## src/shared/halting_debug_pkg.sv

```systemverilog
// constants and types shared by the halting debug control block
`default_nettype none
package halting_debug_pkg;
  // register index on the access port
  localparam logic [1:0] ADDR_CTRL_STATUS = 2'h0;
  localparam logic [1:0] ADDR_CORE_SEL = 2'h1;
  // control/status field positions
  localparam int DEBUGEN_BIT = 0;
  localparam int HALT_BIT = 1;
  localparam int STEP_BIT = 2;
  localparam int MASK_BIT = 3;
  localparam int READY_BIT = 16;
  localparam int HALTED_BIT = 17;
  // selector field positions
  localparam int SEL_LSB = 0;
  localparam int SEL_W = 5;
  localparam int DIR_BIT = 16;
  // reset values
  localparam logic RESET_DEBUGEN = 1'b0;
  localparam logic RESET_CTRL = 1'b0;
  localparam logic RESET_READY = 1'b1;
  localparam logic [31:0] ZERO_WORD = 32'h0000_0000;
  typedef enum logic {XFER_IDLE, XFER_WAIT} xfer_state_t;
endpackage
`default_nettype wire

```

## src/core_xfer_engine.sv

```systemverilog
// core register transfer sequencer: holds one request until the core completes it
`default_nettype none
module core_xfer_engine
  import halting_debug_pkg::*;
(
  input wire logic mclk,
  input wire logic rst_n,
  input wire logic start,
  input wire logic [SEL_W-1:0] sel,
  input wire logic write_dir,
  input wire logic xfer_done,
  output logic xfer_req,
  output logic [SEL_W-1:0] xfer_sel,
  output logic xfer_write
);
  xfer_state_t state_reg;

  always_ff @(posedge mclk or negedge rst_n) begin
    if (!rst_n) begin
      state_reg <= XFER_IDLE;
    end else begin
      unique case (state_reg)
        XFER_IDLE: begin
          if (start) begin
            state_reg <= XFER_WAIT;
          end
        end
        XFER_WAIT: begin
          if (xfer_done) begin
            state_reg <= XFER_IDLE;
          end
        end
      endcase
    end
  end

  always_ff @(posedge mclk or negedge rst_n) begin
    if (!rst_n) begin
      xfer_req <= 1'b0;
    end else if (state_reg == XFER_IDLE) begin
      xfer_req <= start;
    end else if (xfer_done) begin
      xfer_req <= 1'b0;
    end
  end

  // target and direction are captured with the start so they stay put while the core works
  always_ff @(posedge mclk or negedge rst_n) begin
    if (!rst_n) begin
      xfer_sel <= '0;
      xfer_write <= 1'b0;
    end else if (start && state_reg == XFER_IDLE) begin
      xfer_sel <= sel;
      xfer_write <= write_dir;
    end
  end
endmodule
`default_nettype wire

```

## src/halting_debug_control.sv

```systemverilog
// halting debug control/status bits, core register selector and interrupt masking
`default_nettype none
module halting_debug_control
  import halting_debug_pkg::*;
#(
  parameter int EXT_IRQ_W = 32
) (
  input wire logic mclk,
  input wire logic rst_n,
  input wire logic acc_valid,
  input wire logic acc_write,
  input wire logic acc_from_dap,
  input wire logic [1:0] acc_addr,
  input wire logic [31:0] acc_wdata,
  output logic [31:0] acc_rdata,
  output logic acc_ack,
  input wire logic core_halted,
  output logic halt_req,
  output logic step_en,
  output logic debug_en,
  input wire logic pend_sv_in,
  input wire logic system_tick_interrupt_in,
  input wire logic [EXT_IRQ_W-1:0] ext_irq_in,
  input wire logic nmi_in,
  output logic pend_sv_out,
  output logic system_tick_interrupt_out,
  output logic [EXT_IRQ_W-1:0] ext_irq_out,
  output logic nmi_out,
  output logic xfer_req,
  output logic [SEL_W-1:0] xfer_sel,
  output logic xfer_write,
  input wire logic xfer_done
);
  logic debug_en_reg;
  logic halt_reg;
  logic step_reg;
  logic mask_reg;
  logic ready_reg;
  logic ctrl_wr;
  logic sel_wr;
  logic xfer_start;
  logic mask_active;

  function automatic logic reg_hit(input logic [1:0] addr, input logic [1:0] code);
    reg_hit = (addr == code);
  endfunction

  assign ctrl_wr = acc_valid && acc_write && reg_hit(acc_addr, ADDR_CTRL_STATUS);
  assign sel_wr = acc_valid && acc_write && reg_hit(acc_addr, ADDR_CORE_SEL);
  // debug state only
  // a second selector write while a transfer is still pending is dropped, so the core sees one request at a time
  assign xfer_start = sel_wr && core_halted && !xfer_req;
  assign mask_active = mask_reg && debug_en_reg;

  always_ff @(posedge mclk or negedge rst_n) begin
    if (!rst_n) begin
      debug_en_reg <= RESET_DEBUGEN;
    end else if (ctrl_wr && acc_from_dap) begin
      debug_en_reg <= acc_wdata[DEBUGEN_BIT];
    end
  end

  always_ff @(posedge mclk or negedge rst_n) begin
    if (!rst_n) begin
      halt_reg <= RESET_CTRL;
      step_reg <= RESET_CTRL;
      mask_reg <= RESET_CTRL;
    end else if (ctrl_wr) begin
      halt_reg <= acc_wdata[HALT_BIT];
      step_reg <= acc_wdata[STEP_BIT];
      // mask change is only meaningful while halted; other cases are left to the debugger to avoid
      mask_reg <= acc_wdata[MASK_BIT];
    end
  end

  // halt and step only act with debug enabled
  always_ff @(posedge mclk or negedge rst_n) begin
    if (!rst_n) begin
      halt_req <= 1'b0;
      step_en <= 1'b0;
      debug_en <= 1'b0;
    end else begin
      halt_req <= halt_reg && debug_en_reg;
      step_en <= step_reg && debug_en_reg;
      debug_en <= debug_en_reg;
    end
  end

  always_ff @(posedge mclk or negedge rst_n) begin
    if (!rst_n) begin
      pend_sv_out <= 1'b0;
      system_tick_interrupt_out <= 1'b0;
      ext_irq_out <= '0;
      nmi_out <= 1'b0;
    end else begin
      pend_sv_out <= pend_sv_in && !mask_active;
      system_tick_interrupt_out <= system_tick_interrupt_in && !mask_active;
      ext_irq_out <= ext_irq_in & {EXT_IRQ_W{!mask_active}};
      nmi_out <= nmi_in;
    end
  end

  always_ff @(posedge mclk or negedge rst_n) begin
    if (!rst_n) begin
      ready_reg <= RESET_READY;
    end else if (xfer_start) begin
      ready_reg <= 1'b0;
    end else if (xfer_req && xfer_done) begin
      ready_reg <= 1'b1;
    end
  end

  core_xfer_engine core_xfer_engine_inst (
    .mclk(mclk),
    .rst_n(rst_n),
    .start(xfer_start),
    .sel(acc_wdata[SEL_LSB +: SEL_W]),
    .write_dir(acc_wdata[DIR_BIT]),
    .xfer_done(xfer_done),
    .xfer_req(xfer_req),
    .xfer_sel(xfer_sel),
    .xfer_write(xfer_write)
  );

  // mask read returns stored value, undefined by contract when disabled
  always_ff @(posedge mclk or negedge rst_n) begin
    if (!rst_n) begin
      acc_rdata <= ZERO_WORD;
      acc_ack <= 1'b0;
    end else begin
      acc_ack <= acc_valid;
      if (acc_valid && !acc_write && reg_hit(acc_addr, ADDR_CTRL_STATUS)) begin
        acc_rdata <= ZERO_WORD;
        acc_rdata[DEBUGEN_BIT] <= debug_en_reg;
        acc_rdata[HALT_BIT] <= halt_reg;
        acc_rdata[STEP_BIT] <= step_reg;
        acc_rdata[MASK_BIT] <= mask_reg;
        acc_rdata[READY_BIT] <= ready_reg;
        acc_rdata[HALTED_BIT] <= core_halted;
      end else if (acc_valid) begin
        // selector is write-only; it and unmapped addresses read zero
        acc_rdata <= ZERO_WORD;
      end
    end
  end
endmodule
`default_nettype wire
```

## config.mk

```make
export PLATFORM = sky130hd
export DESIGN_NAME = halting_debug_control
export DESIGN_NICKNAME = d
export VERILOG_FILES = /design/src/shared/halting_debug_pkg.sv /design/src/core_xfer_engine.sv /design/src/halting_debug_control.sv
export SDC_FILE = /design/constraint.sdc
export NUM_CORES = 1
export LEC_CHECK = 0
export BUFFER_PORTS_ARGS = -buffer_cell sky130_fd_sc_hd__buf_4
export CORE_ASPECT_RATIO = 1.5
export CORE_UTILIZATION = 35
export DETAILED_ROUTE_END_ITERATION = 6
export MAX_ROUTING_LAYER = met4
export PLACE_DENSITY_LB_ADDON = 0.08
export SYNTH_ARGS = -nofsm -noshare
export SYNTH_HDL_FRONTEND = slang
export SYNTH_HIERARCHICAL = 1
export SYNTH_SLANG_ARGS = --single-unit
```

## constraint.sdc

```tcl
create_clock -name mclk -period 3.2 [get_ports mclk]
set_input_delay 0.16 -clock mclk [delete_from_list [all_inputs] [get_ports mclk]]
set_output_delay 0.16 -clock mclk [all_outputs]
set_load 0.05 [all_outputs]
```

==> flow_summary_export.csv <==
group,metric,value,unit
floorplanning,rows,35,
layout,largest_reg_flops,32,
synthesis,synth_top_area_share,64.4,%
setup_path,r2r_cells,5,
pwr,clkPwrFrac,30.5,%
layout,area_growth,43.9,%
pwr,p_leak,1.63,nW
sta,fin_crit_sh,62.8,%
synthesis,yosys.cell_count.top_type,"dfrtp_1",
sta,fmax,498,MHz
sta,finalHoldViolations,0,
pwr,power_frac_seq,38.7,%
layout,drive_gt1_share,46.3,%
sta,rsz0062_at_grt,"false",
cts,htreeDepth,3,
pwr,peakVddDrop,254,uV
floorplanning,ios,154,
pwr,combPwrFrac,30.8,%
cts,clock_path_buffers,2,
sta,worst_pin_slew,909,ps
sta,drv_slew,0,
layout,antenna_cells,0,
floorplanning,start_util,36.1,%
layout,nFillCells,573,
pwr,p_int,0.00147,W
cts,clk_latency,320,ps
routing,dr.max_layer_used,"met4",
pwr,p_switching,0.000786,W
routing,routedWlPerCell,12.1,um
global_routing,grt_overflow_total,0,
cts,post-cts-setup-buffers,0,
layout,regArea,1450,um^2
global_routing,grt_pass1_wl,6370,um
routing,dr.pass1.iters,6,
synthesis,synth_common_cells,"dfrtp_1, and2_1, buf_4",
floorplanning,die-area,6660,um^2
pwr,swShare,34.8,%
synthesis,synth_area_per_cell,13.4,um^2
cts,holdBufCountCts,3,
synthesis,synthDistinctLibCells,22,
routing,wl_met2,2220,um
cts,numCtsBuffers,9,
setup_path,worstPathRequired,3410,ps
routing,drtIter0Drc,97,
floorplanning,fp.dieH,99.4,um
sta,clock_skew,7.16,ps
sta,slew_headroom,39.3,%
setup_path,crit_fanout,10,
setup_path,timing.rr.start,"core_xfer_engine_inst/xfer_req$_DFFE_PN0P_",
placement,port_buffers,101,
synthesis,synthCells,165,
synthesis,async_flop_share,100,%
synthesis,synth_edf_count,0,
pwr,fin_total_pwr,0.00226,W
layout,reg_top3,"ext_irq_out: 32 flops, acc_rdata: 6 flops, core_xfer_engine_inst/xfer_sel: 5 flops",
routing,ant_nets,0,
routing,drt-met1-wl,1680,um
routing,num_vias,1431,
sta,finalSetupViolations,0,
sta,fin_crit,2010,ps
synthesis,syn_area,2210,um^2
placement,dp.cells,336,
layout,regMostFlops,"ext_irq_out",
synthesis,ys_seq_area_share,65.6,%
synthesis,yosys.area.top_type,"dfrtp_1",
layout,layout.nets,352,
routing,wirelength,4300,um
synthesis,yosys_most_used_dff,"dfrtp_1",
global_routing,antenna_found_initial,0,
worst_hold_path,holdCritPathClass,"input port to flop",
floorplanning,die_w,67.0,um
setup_path,crit_path_end,"core_xfer_engine_inst/xfer_write$_DFFE_PN0P_",
routing,avgViaCountPerCell,4.03,
layout,multiInputGateArea,612,um^2
routing,route.detailed.drc,0,
job,maxCapViolCount,0,
cts,clk_pin_slew_worst_paths,70,ps
global_routing,grt_pass1_vias,1366,
setup_path,worst-r2r-setup-slack,1230,ps
setup_path,cp.arrival,2220,ps
global_routing,grt_max_degree,59,
sta,timing.setup.tns,0,ps
routing,met3RoutedLength,309,um
synthesis,yosys_register_bits,58,
floorplanning,core-area,6130,um^2
placement,dp_hpwl,3000,um
pwr,power_density,709,nW/um^2
setup_path,worstSetupStartpointType,"input port",
setup_path,startpoint,"acc_valid",
cts,cts-root-buf,"clkbuf_8",
cts,tritoncts,"yes",
setup_path,crit_type,"input port to flop",
placement,place_congestion,0.678,
synthesis,yosysWarnings,6,
cts,cts.repair.resized,0,
setup_path,end_kind,"flop",
cts,clock_sinks,58,
layout,final_cells,355,
setup_path,worstReg2RegEnd,"core_xfer_engine_inst/xfer_write$_DFFE_PN0P_",
global_routing,grtUsageTotal,14.1,%
synthesis,synth_area_leaders,"dfrtp_1, and2_1, buf_4",
run_status,outcome,"completed",
[power by group through the flow]
| stage | Sequential [W] | Combinational (W) | Clock [W] |
|---|---|---|---|
| 2_1_floorplan | 0.00119 | 0.000194 | 0 |
| 3_3_place_gp | 0.000888 | 0.000695 | 0 |
| 6_report | 0.000874 | 0.000695 | 0.000690 |
| 5_1_grt | 0.000885 | 0.000730 | 0.000747 |
| 3_5_place_dp | 0.000889 | 0.000699 | 0 |
| 4_1_cts | 0.000875 | 0.000704 | 0.000713 |
[through the flow]
stage / setup slack [ps] / hold slack (ps) / utilization (%) / instance area, um^2
finish: 1190 / 34.4 / 52.0 / 3190
global route: 1090 / 19.1 / 52.0 / 3190
CTS: 1190 / 14.6 / 52.0 / 3190
detailed placement: 1240 / 270 / 48.1 / 2950
global placement: 1240 / 270 / 48.1 / 2950
floorplan: 1450 / -136 / - / 2310
[logic make-up after synthesis]
kind of cell | count (synthesis) | synth area share [%]
muxes | 10 | 6.27
buffers and inverters | 37 | 11.0
other | 1 | 0.169
AOI/OAI and AO/OA | 9 | 2.32
DFF | 58 | 65.6
and+or+nand+nor | 50 | 14.6
[worst min-delay path by stage]
| stage | startpoint | endpoint | slack, ps | cells past startpoint |
|---|---|---|---|---|
| final | ext_irq_in[29] | ext_irq_out[29]$_DFF_PN0_ | 30 | 2 |
| after global routing | ext_irq_in[13] | ext_irq_out[13]$_DFF_PN0_ | 20 | 2 |
| after CTS | ext_irq_in[13] | ext_irq_out[13]$_DFF_PN0_ | 10 | 2 |
| after detailed placement | rst_n | ext_irq_out[29]$_DFF_PN0_ | 270 | 1 |
| after global placement | rst_n | ext_irq_out[29]$_DFF_PN0_ | 270 | 1 |
| after floorplan | rst_n | acc_ack$_DFF_PN0_ | -140 | 0 |
[critical path, cell delays in order]
cell           delay, ps
dlygate4sd3_1        530
buf_4                150
nor4bb_1             180
and3_1               220
nor2b_1              430
buf_4                240
mux2_4               300
[cells in the final DEF, fill, tap and decap left out]
| master | instances |
|---|---|
| bufinv_16 | 1 |
| clkbuf_1 | 2 |
| conb_1 | 26 |
| clkinv_2 | 1 |
| dfrtp_1 | 57 |
| o21ai_0 | 6 |
| clkbuf_8 | 12 |
| and4bb_4 | 1 |
| nor4bb_1 | 1 |
| nand2_1 | 7 |
| dlygate4sd3_1 | 3 |
| nor2_1 | 1 |
| buf_4 | 102 |
| nor4b_4 | 1 |
| a21oi_1 | 1 |
| inv_1 | 7 |
| dfstp_2 | 1 |
| nor2b_1 | 1 |
| a31o_1 | 1 |
| nand2_2 | 1 |
| and2_1 | 36 |
| mux2_2 | 3 |
| a21o_1 | 1 |
| mux2_4 | 7 |
| and3_1 | 1 |
[final cells by class]
class                   instances  area share [%]
clock buffers                  14            5.42
clock inverters                 2            1.10
inverters                       7           0.824
multi-input cells              95            19.2
flip-flops and latches         58            45.6
well taps                      74            2.91
repair buffers                105            25.0
[per-layer routing]
| metal | track usage [%] | vias to the layer above |
|---|---|---|
| met5 | - | - |
| met4 | 9.82 | 0 |
| met3 | 3.78 | 7 |
| met2 | 21.6 | 75 |
| met1 | 15.5 | 663 |
| li1 | - | 686 |
Note: power is estimated with default switching activity, not from simulation.
